===== src/pkg/poerb_cfg.svh =====
// poerb_cfg.svh: offsets, field positions, reset values and timing counts
// assumes: included by bare name; the clock runs at 125 MHz
`ifndef POERB_CFG_SVH
`define POERB_CFG_SVH

// ****************************************
// register codes (4-bit register select)
// ****************************************
`define POERB_REG_SUMMARY 4'h0
`define POERB_REG_COMMON 4'h1
`define POERB_REG_FUNC 4'h2
`define POERB_REG_PWR 4'h3
`define POERB_REG_STATUS 4'h4
`define POERB_REG_TEST 4'hf

// ****************************************
// field positions and writable masks
// ****************************************
`define POERB_CC_SWRST 0
`define POERB_CC_KILL 1
`define POERB_CC_UVOV_DIS 2
`define POERB_CC_AC_LO 3
`define POERB_CC_AC_HI 4
`define POERB_CC_TSD_DIS 5
`define POERB_CC_MASK 8'h3e
`define POERB_TR_ERR_DIS 1
`define POERB_TR_DCD_DIS 2
`define POERB_TR_POR_FORCE 3
`define POERB_TR_TMR_DIS 4
`define POERB_TR_HALT 5
`define POERB_TR_TSD 6
`define POERB_TR_MASK 8'h7e
`define POERB_F1_DFD 5
`define POERB_F1_DCM 4
`define POERB_F1_MASK 8'h3f
`define POERB_F2_CLASS_LIM 1
`define POERB_F2_ABORT 2
`define POERB_F2_ADC_GO 3
`define POERB_F2_OFF 4
`define POERB_F2_MASK 8'h16
`define POERB_RESET_VAL 8'h00

// ****************************************
// timing
// ****************************************
`define POERB_CLK_MHZ 125
`define POERB_DISC_TIME_US 4000
`define POERB_POR_TIME_US 1000
`define POERB_DISC_CYCLES (`POERB_DISC_TIME_US * `POERB_CLK_MHZ)
`define POERB_POR_CYCLES (`POERB_POR_TIME_US * `POERB_CLK_MHZ)

`endif


===== src/pkg/poerb_pkg.sv =====
// poerb_pkg: types shared by the port manager register bank
// assumes: nothing beyond a SystemVerilog compiler
package poerb_pkg;

  // port function codes
  typedef enum logic [3:0] {
    FN_OFF = 4'h0,
    FN_DISC1 = 4'h1,
    FN_DISC2 = 4'h2,
    FN_VSAMPLE = 4'h3,
    FN_LEGACY = 4'h4,
    FN_CLASSIFY = 4'h5,
    FN_RAMP_UP = 4'h6,
    FN_CONT_SAMPLE = 4'h7,
    FN_RAMP_DOWN = 4'h8,
    FN_AC_LOW = 4'h9,
    FN_AC_HIGH = 4'ha,
    FN_ISAMPLE = 4'hb,
    FN_TSAMPLE = 4'hc
  } poerb_func_e;

  // current limit selection toward the port switch
  typedef enum logic [1:0] {
    ILIM_FULL = 2'h0,
    ILIM_CLASS1 = 2'h1,
    ILIM_CLASS2 = 2'h2
  } poerb_ilim_e;

  // codes 1101..1111 start nothing
  function automatic logic func_is_spare(input logic [3:0] code);
    func_is_spare = (code > 4'hc);
  endfunction : func_is_spare

  // either discovery phase
  function automatic logic func_is_disc(input logic [3:0] code);
    func_is_disc = (code == FN_DISC1) || (code == FN_DISC2);
  endfunction : func_is_disc

endpackage : poerb_pkg


===== src/hw/poerb_por_timer.sv =====
// poerb_por_timer: power-on reset timing for the register bank
// assumes: supply_ok comes from a pin; soft_rst is a one-cycle pulse on ref_clk
`timescale 1ns/1ps
`include "poerb_cfg.svh"
module poerb_por_timer #(
  parameter int POR_CYCLES = `POERB_POR_CYCLES
) (
  input wire logic ref_clk,
  input wire logic resetn,
  input wire logic supply_ok,
  input wire logic soft_rst,
  input wire logic force_ok,
  output logic por_ok
);
  localparam int CW = $clog2(POR_CYCLES + 1);

  // ****************************************
  // supply synchroniser and counter
  // ****************************************
  logic sup_s1; // first stage, read only by sup_s2
  logic sup_s2; // settled supply level
  logic [CW-1:0] por_cnt; // cycles since supply became valid
  logic por_done; // timer expired

  // two flops before any logic sees the supply level
  always_ff @(posedge ref_clk) begin
    if (!resetn) begin
      sup_s1 <= 1'b0;
      sup_s2 <= 1'b0;
    end else begin
      sup_s1 <= supply_ok;
      sup_s2 <= sup_s1;
    end
  end

  // a software reset restarts the whole timing cycle
  always_ff @(posedge ref_clk) begin
    if (!resetn || !sup_s2 || soft_rst) begin
      por_cnt <= '0;
      por_done <= 1'b0;
    end else if (!por_done) begin
      por_cnt <= por_cnt + CW'(1);
      por_done <= (por_cnt == CW'(POR_CYCLES - 1));
    end
  end

  // the test force bypasses the timer but not a cleared force bit
  assign por_ok = por_done | force_ok;

endmodule : poerb_por_timer


===== src/hw/poerb_port_slice.sv =====
// poerb_port_slice: control and status registers of one power port
// assumes: write strobes already decoded for this port; inputs on ref_clk
`timescale 1ns/1ps
`include "poerb_cfg.svh"
module poerb_port_slice #(
  parameter int DISC_CYCLES = `POERB_DISC_CYCLES
) (
  input wire logic ref_clk,
  input wire logic regs_rstn,
  input wire logic wr_func,
  input wire logic wr_pwr,
  input wire logic [7:0] wr_data,
  input wire logic disc_halt,
  input wire logic disc_timer_dis,
  input wire logic complete_in,
  input wire logic disc_fail_in,
  input wire logic [2:0] class_in,
  input wire logic [2:0] fault_in,
  output logic [3:0] func_code,
  output logic func_start,
  output logic disc_fault_dis,
  output logic disconnect_mask,
  output logic port_off,
  output logic adc_start,
  output logic adc_abort,
  output logic [1:0] ilim_sel,
  output logic [7:0] status
);
  localparam int CW = $clog2(DISC_CYCLES + 1);

  // ****************************************
  // registers
  // ****************************************
  logic [7:0] func_reg; // first control register, masked
  logic [7:0] pwr_reg; // second control register, masked
  logic done; // function complete flag
  logic [CW-1:0] disc_cnt; // discovery phase time left
  wire [3:0] wr_code = wr_data[3:0];
  wire disc_run = (disc_cnt != '0) && !disc_halt && !disc_timer_dis;
  wire disc_expire = disc_run && (disc_cnt == CW'(1));

  // control registers; spare bits never stored
  always_ff @(posedge ref_clk) begin
    if (!regs_rstn) begin
      func_reg <= `POERB_RESET_VAL;
      pwr_reg <= `POERB_RESET_VAL;
    end else begin
      if (wr_func) func_reg <= wr_data & `POERB_F1_MASK;
      if (wr_pwr) pwr_reg <= wr_data & `POERB_F2_MASK;
    end
  end

  // strobes: start only on a coded function, adc start self clears
  always_ff @(posedge ref_clk) begin
    if (!regs_rstn) begin
      func_start <= 1'b0;
      adc_start <= 1'b0;
    end else begin
      func_start <= wr_func && !poerb_pkg::func_is_spare(wr_code);
      adc_start <= wr_pwr && wr_data[`POERB_F2_ADC_GO];
    end
  end

  // discovery phase timer; frozen while halted or disabled
  always_ff @(posedge ref_clk) begin
    if (!regs_rstn) begin
      disc_cnt <= '0;
    end else if (wr_func) begin
      disc_cnt <= poerb_pkg::func_is_disc(wr_code) ? CW'(DISC_CYCLES) : '0;
    end else if (disc_run) begin
      disc_cnt <= disc_cnt - CW'(1);
    end
  end

  // done flag: a completion in the clearing cycle wins
  always_ff @(posedge ref_clk) begin
    if (!regs_rstn) begin
      done <= 1'b0;
    end else if (complete_in || disc_expire) begin
      done <= 1'b1;
    end else if (wr_func) begin
      done <= 1'b0;
    end
  end

  // class based current limit, registered toward the switch
  always_ff @(posedge ref_clk) begin
    if (!regs_rstn) begin
      ilim_sel <= poerb_pkg::ILIM_FULL;
    end else if (!pwr_reg[`POERB_F2_CLASS_LIM] || class_in > 3'h2 || class_in == 3'h0) begin
      ilim_sel <= poerb_pkg::ILIM_FULL;
    end else begin
      ilim_sel <= (class_in == 3'h1) ? poerb_pkg::ILIM_CLASS1 : poerb_pkg::ILIM_CLASS2;
    end
  end

  assign func_code = func_reg[3:0];
  assign disc_fault_dis = func_reg[`POERB_F1_DFD];
  assign disconnect_mask = func_reg[`POERB_F1_DCM];
  assign port_off = pwr_reg[`POERB_F2_OFF];
  assign adc_abort = pwr_reg[`POERB_F2_ABORT];
  assign status = {disc_fail_in, done, class_in, fault_in};
endmodule : poerb_port_slice


===== src/hw/poerb_top.sv =====
// poerb_top: register bank of a four-port power sourcing manager
// assumes: a serial host engine on ref_clk gives decoded register strobes;
// port state machines and measurement logic run on ref_clk too
//
// Summary of operation
// - summary bits 7..4 flag faults, ports 4..1
// - bits 3:2 revision, bits 1:0 identity, fixed
// - test bit 6 forces thermal shutdown
// - test bit 5 halts all discovery
// - test bit 4 stops 4 ms discovery timers
// - test bit 3 forces power-on reset done
// - test bit 2 disables 300 ms disconnect timer
// - test bit 1 disables 750 ms error timer
// - control bits 4/3 drive oscillator high/low
// - control bit 1 kills all ports, no ramp
// - control bit 0 resets, restarts reset timing
// - first port control replicated per port
// - port bit 5 disables discovery fault limits
// - port bit 4 masks disconnect detection
// - function codes 0000..0111 decoded as listed
// - codes 1000..1100 decoded, 1101..1111 spare
// - port control 2 bit 3 starts adc, self-clears
// - bit 1 picks class or full current limit
// - done flag set on completion, cleared by write
// - status bits 2:0 carry the fault code
// - port writes hit one port, common all
// - registers held reset until supply and timer, or test force
`timescale 1ns/1ps
`include "poerb_cfg.svh"
module poerb_top #(
  parameter int POR_CYCLES = `POERB_POR_CYCLES,
  parameter int DISC_CYCLES = `POERB_DISC_CYCLES,
  parameter logic [1:0] CHIP_REV = 2'h1, // arbitrary value
  parameter logic [1:0] CHIP_ID = 2'h3 // arbitrary value
) (
  input wire logic ref_clk,
  input wire logic resetn,
  input wire logic supply_ok,
  input wire logic thermal_sense,
  input wire logic [3:0] reg_sel,
  input wire logic [1:0] port_sel,
  input wire logic reg_wr,
  input wire logic reg_rd,
  input wire logic [7:0] reg_wdata,
  output logic [7:0] reg_rdata,
  output logic reg_rvalid,
  input wire logic [3:0] port_complete,
  input wire logic [3:0] port_disc_fail,
  input wire logic [3:0][2:0] port_class,
  input wire logic [3:0][2:0] port_fault,
  output logic regs_rstn,
  output logic thermal_shutdown,
  output logic ports_kill,
  output logic ac_hi_on,
  output logic ac_lo_on,
  output logic tsd_fault_dis,
  output logic supply_range_fault_dis,
  output logic disc_halt,
  output logic disc_timer_dis,
  output logic dc_disc_timer_dis,
  output logic err_timer_dis,
  output logic [3:0][3:0] func_code,
  output logic [3:0] func_start,
  output logic [3:0] disc_fault_dis,
  output logic [3:0] disconnect_mask,
  output logic [3:0] port_off,
  output logic [3:0] adc_start,
  output logic [3:0] adc_abort,
  output logic [3:0][1:0] ilim_sel
);

  // ****************************************
  // address decode
  // ****************************************
  logic por_ok; // reset timing finished or forced
  logic [7:0] common_reg; // common control, bit 0 never stored
  logic [7:0] test_reg; // test register
  logic [3:0][7:0] port_status; // per-port status bytes
  wire sel_summary = (reg_sel == `POERB_REG_SUMMARY);
  wire sel_status = (reg_sel == `POERB_REG_STATUS);
  // writes are refused while the bank is held in reset
  wire wr_ok = reg_wr && por_ok;
  wire wr_common = wr_ok && (reg_sel == `POERB_REG_COMMON);
  // the test register stays writable so the reset force can be set
  wire wr_test = reg_wr && (reg_sel == `POERB_REG_TEST);
  wire [3:0] port_hit = 4'h1 << port_sel;
  wire [3:0] wr_func = {4{wr_ok && (reg_sel == `POERB_REG_FUNC)}} & port_hit;
  wire [3:0] wr_pwr = {4{wr_ok && (reg_sel == `POERB_REG_PWR)}} & port_hit;
  wire soft_rst = wr_common && reg_wdata[`POERB_CC_SWRST];

  // ****************************************
  // reset timing
  // ****************************************
  // held in reset until supply valid and timer expired, or until the test force bit is set
  assign regs_rstn = resetn && por_ok;

  poerb_por_timer #(
    .POR_CYCLES(POR_CYCLES)
  ) u_por (
    .ref_clk(ref_clk),
    .resetn(resetn),
    .supply_ok(supply_ok),
    .soft_rst(soft_rst),
    .force_ok(test_reg[`POERB_TR_POR_FORCE]),
    .por_ok(por_ok)
  );

  // ****************************************
  // common registers
  // ****************************************
  // common control; spare bits and the reset bit are never stored
  always_ff @(posedge ref_clk) begin
    if (!regs_rstn) begin
      common_reg <= `POERB_RESET_VAL;
    end else if (wr_common) begin
      common_reg <= reg_wdata & `POERB_CC_MASK;
    end
  end

  // test register; cleared by a software reset as well
  always_ff @(posedge ref_clk) begin
    if (!resetn || soft_rst) begin
      test_reg <= `POERB_RESET_VAL;
    end else if (wr_test) begin
      test_reg <= reg_wdata & `POERB_TR_MASK;
    end
  end

  assign ports_kill = common_reg[`POERB_CC_KILL];
  assign ac_hi_on = common_reg[`POERB_CC_AC_HI];
  assign ac_lo_on = common_reg[`POERB_CC_AC_LO];
  assign tsd_fault_dis = common_reg[`POERB_CC_TSD_DIS];
  assign supply_range_fault_dis = common_reg[`POERB_CC_UVOV_DIS];
  assign disc_halt = test_reg[`POERB_TR_HALT];
  assign disc_timer_dis = test_reg[`POERB_TR_TMR_DIS];
  assign dc_disc_timer_dis = test_reg[`POERB_TR_DCD_DIS];
  assign err_timer_dis = test_reg[`POERB_TR_ERR_DIS];

  // ****************************************
  // thermal shutdown
  // ****************************************
  logic ts_s1; // first stage, read only by ts_s2
  logic ts_s2; // settled thermal sense

  // pin crosses two flops before use
  always_ff @(posedge ref_clk) begin
    if (!resetn) begin
      ts_s1 <= 1'b0;
      ts_s2 <= 1'b0;
    end else begin
      ts_s1 <= thermal_sense;
      ts_s2 <= ts_s1;
    end
  end

  // real sense or test force, registered
  always_ff @(posedge ref_clk) begin
    if (!resetn) begin
      thermal_shutdown <= 1'b0;
    end else begin
      thermal_shutdown <= ts_s2 || test_reg[`POERB_TR_TSD];
    end
  end

  // ****************************************
  // per-port registers
  // ****************************************
  for (genvar p = 0; p < 4; p++) begin : g_port
    poerb_port_slice #(
      .DISC_CYCLES(DISC_CYCLES)
    ) u_slice (
      .ref_clk(ref_clk),
      .regs_rstn(regs_rstn),
      .wr_func(wr_func[p]),
      .wr_pwr(wr_pwr[p]),
      .wr_data(reg_wdata),
      .disc_halt(disc_halt),
      .disc_timer_dis(disc_timer_dis),
      .complete_in(port_complete[p]),
      .disc_fail_in(port_disc_fail[p]),
      .class_in(port_class[p]),
      .fault_in(port_fault[p]),
      .func_code(func_code[p]),
      .func_start(func_start[p]),
      .disc_fault_dis(disc_fault_dis[p]),
      .disconnect_mask(disconnect_mask[p]),
      .port_off(port_off[p]),
      .adc_start(adc_start[p]),
      .adc_abort(adc_abort[p]),
      .ilim_sel(ilim_sel[p]),
      .status(port_status[p])
    );
  end

  // ****************************************
  // read path
  // ****************************************
  // general fault per port: any nonzero fault code
  wire [3:0] fault_flag = {|port_fault[3], |port_fault[2], |port_fault[1], |port_fault[0]};
  wire [7:0] summary_byte = {fault_flag, CHIP_REV, CHIP_ID};
  // write-only and unmapped codes read as zero
  wire [7:0] next_rdata = !por_ok ? 8'h00 :
                          sel_summary ? summary_byte :
                          sel_status ? port_status[port_sel] : 8'h00;

  // read data from a flop, one cycle after the strobe
  always_ff @(posedge ref_clk) begin
    if (!resetn) begin
      reg_rdata <= 8'h00;
      reg_rvalid <= 1'b0;
    end else begin
      reg_rvalid <= reg_rd;
      if (reg_rd) reg_rdata <= next_rdata;
    end
  end
endmodule : poerb_top


===== config.mk =====
export PLATFORM = sky130hd
export DESIGN_NAME = poerb_top
export DESIGN_NICKNAME = d
export VERILOG_FILES = /design/src/pkg/poerb_pkg.sv /design/src/hw/poerb_por_timer.sv /design/src/hw/poerb_port_slice.sv /design/src/hw/poerb_top.sv
export VERILOG_INCLUDE_DIRS = /design/src /design/src/pkg
export SDC_FILE = /design/constraint.sdc
export NUM_CORES = 1
export LEC_CHECK = 0
export ABC_AREA = 1
export BUFFER_PORTS_ARGS = -buffer_cell sky130_fd_sc_hd__buf_2
export CAP_MARGIN = 40
export CORE_UTILIZATION = 37
export CTS_BUF_LIST = sky130_fd_sc_hd__clkbuf_16
export DETAILED_ROUTE_END_ITERATION = 6
export HOLD_SLACK_MARGIN = 0.05
export SYNTH_ARGS = -nofsm -noshare
export SYNTH_HDL_FRONTEND = slang
export SYNTH_HIERARCHICAL = 1
export SYNTH_SLANG_ARGS = --single-unit

===== constraint.sdc =====
create_clock -name ref_clk -period 2.3 [get_ports ref_clk]
set_input_delay 0.345 -clock ref_clk [delete_from_list [all_inputs] [get_ports ref_clk]]
set_output_delay 0.345 -clock ref_clk [all_outputs]
set_load 0.05 [all_outputs]

==> metrics.txt <==
Worst Path Required 1960 ps; Clock Skews 16.9 ps; WS Path Type flip-flop to output pin; clk_lat worst skew 440 ps; Num CTS Buffers 17; core area around 26000 µm²; Cells after Synth 1550; Synth Flop Type dfxtp_1; CTS tree done; DR vias/cell a little under 5; # H-tree levels 4; row count 59; layout cells sized above 1 0.161; P_int 4840 µW; hold endpoint u_por/sup_s1$_SDFF_PN0_; Max Cap Viol 0; max reg flops 76; relative slew slack 0.645; crit start category flip-flop; Setup TNS 0 ps; Resize count post-CTS 0; port bufs 118; ranking of synthesized cells by area dfxtp_1 (35%), nand2_1 (15%), nor2_1 (11%); Post-DP HPWL 20500 µm; sequential share of the synthesized area 0.353; failing checks DRC; clock power share 0.482; postcts setup bufs 0; synth cell count leaders nand2_1 (409), nor2_1 (290), inv_1 (196), dfxtp_1 (175), a21oi_1 (105); number of synthesized register bits 175; vias in the first global route 8863; Hold WC Path Type input port to flip-flop; pwr dens roughly 560 nW/µm²; largest net degree at the start of global routing 33; synthesized area 9920 µm²; Post-synth EDFFs 0; P&R area growth vs syn 14.3%; wire length per cell about 14 µm; Max VDD drop around 0.47 mV; worst r2r path cells 10; syn avg cell area between 6 and 7 µm²; Reg-to-Reg Start u_por/por_done$_SDFF_PP0_; hold_buf cts 0; Pre-Repair DR Iteration Count 7; Synth area leader dfxtp_1; Slew @ Worst Pin 530 ps; Max Slew Vio Count 0; Synth cell types 42; Worst Hold Launch supply_ok; sequential share of power 0.481; routability cong. 0.908; Finished Core Util 0.433; top-area cell type share of the netlist area 0.353; Synth Warn # 6; worst r2r dst g_port[3].u_slice/disc_cnt[1]$_SDFFE_PN0P_; total congestion overflow 0; combinational group share of total power 0.037; first-pass GRT wire length 44800 µm; Die Ht 166 µm; Switching Power between 1000 and 1500 µW; placed insts between 1500 and 2000; drt drc 8; CTS Sinks 175; IO Count 120; status finished, violations left; RSZ-0062 raised after global routing no; post-synthesis async set-or-reset flop share 0; CP Data Arrival Time between 1500 and 2000 ps; hold path cells 3; CTS Buffer Depth 2; drt total wl 27200 µm; First DRT Iteration DRCs about 730; total die area 27500 µm²; period utilisation layout 0.940; via count 9809; clock root buffer clkbuf_16; starting density of the core 0.379; most instantiated library cell after synthesis nand2_1; Worst Setup End Kind output pin; net switching fraction of the power 0.234; post-route minimum period between 2000 and 2500 ps; n_diodes 0; initial antenna violation count 0; critical path peak fanout 32; final setup fails 0; Worst R2R Setup Slack 260 ps; LEAKAGE 0.00562 µW; Final #Nets 1719; Final ANT Viol Nets 0; aggregate global-route resource usage 0.201; clock slew seen by the registers of the worst setup and hold paths 80 ps; non-filler cells, final 2004; final hold viol count 0; power consumption 6320 µW; Mapped Nets 1612; Die Wd 166 µm; fmax ~460 MHz
through the flow:
step | worst slack, ps | hold WS [ps] | area (µm²)
6_report | 138 | 100 | 11300
3_5_place_dp | 277 | 399 | 10700
2_1_floorplan | 111 | 390 | 9920
3_3_place_gp | 322 | 391 | 10700
5_1_grt | 31.9 | 107 | 11300
4_1_cts | 19.6 | 87.1 | 11300
placed cells by master, fill, tap and decap left out, drive strengths merged, types with 2 or more instances in the layout:
cell type	n
nand2	428
nor2	326
inv	213
dfxtp	175
buf	148
a21oi	109
nand3	105
o21ai	48
nand4	28
clkbuf	17
nand3b	16
nor3	11
ha	10
clkinv	5
a22oi	4
o2111ai	4
o21a	4
a31oi	4
and3	4
bufinv	3
nor3b	3
o21bai	2
worst max path at each step:
stage / startpoint / to / cells past startpoint / slack (ps)
3_5_place_dp: u_por/por_done$_SDFF_PP0_ / g_port[3].u_slice/disc_cnt[1]$_SDFFE_PN0P_ / 10 / 280
3_3_place_gp: u_por/por_done$_SDFF_PP0_ / g_port[3].u_slice/disc_cnt[1]$_SDFFE_PN0P_ / 10 / 320
4_1_cts: u_por/por_done$_SDFF_PP0_ / regs_rstn / 5 / 20
5_1_grt: u_por/por_done$_SDFF_PP0_ / regs_rstn / 5 / 30
6_report: u_por/por_done$_SDFF_PP0_ / regs_rstn / 5 / 140
2_1_floorplan: u_por/por_done$_SDFF_PP0_ / g_port[0].u_slice/disc_cnt[10]$_SDFFE_PN0P_ / 8 / 110
power groups by stage:
stage / Sequential, µW / Clock, µW / Combinational [µW]
global placement: 3110 / 0 / 232
CTS: 3040 / 3120 / 233
finish: 3040 / 3040 / 234
detailed placement: 3110 / 0 / 233
floorplan: 3120 / 0 / 131
global route: 3040 / 3260 / 256
metal layers:
metal | vias to the layer above | GRT usage | share of wire
met5 | - | 0 | 0
met4 | 0 | 0.0508 | 0.012
met3 | 26 | 0.0398 | 0.052
met2 | 243 | 0.329 | 0.46
met1 | 4482 | 0.270 | 0.48
li1 | 5058 | - | -
critical path: stages, from the launching register on:
cell and delay, ps:
dfxtp_1 380, or2_2 170, nand2_1 90, inv_4 220, buf_12 230, buf_2 290
layout make-up:
cell class / count / area (µm²)
Clock buffer: 17 / 425
Clock inverter: 14 / 179
Fill cell: 2726 / 14900
Inverter: 207 / 779
Multi-Input combinational cell: 1108 / 5200
Sequential cell: 175 / 3500
Tap cell: 335 / 419
Timing Repair Buffer: 148 / 828
logic make-up (layout without fill, tap and decap cells):
kind of cell | count (synthesis) | count (layout) | synth area share
and+or+nand+nor | 923 | 923 | 0.417
buffers and inverters | 267 | 386 | 0.122
DFF | 175 | 175 | 0.353
adders and majority gates | 10 | 10 | 0.0126
AOI/OAI and AO/OA | 175 | 175 | 0.0951
Power figures use the tool's default switching activity.
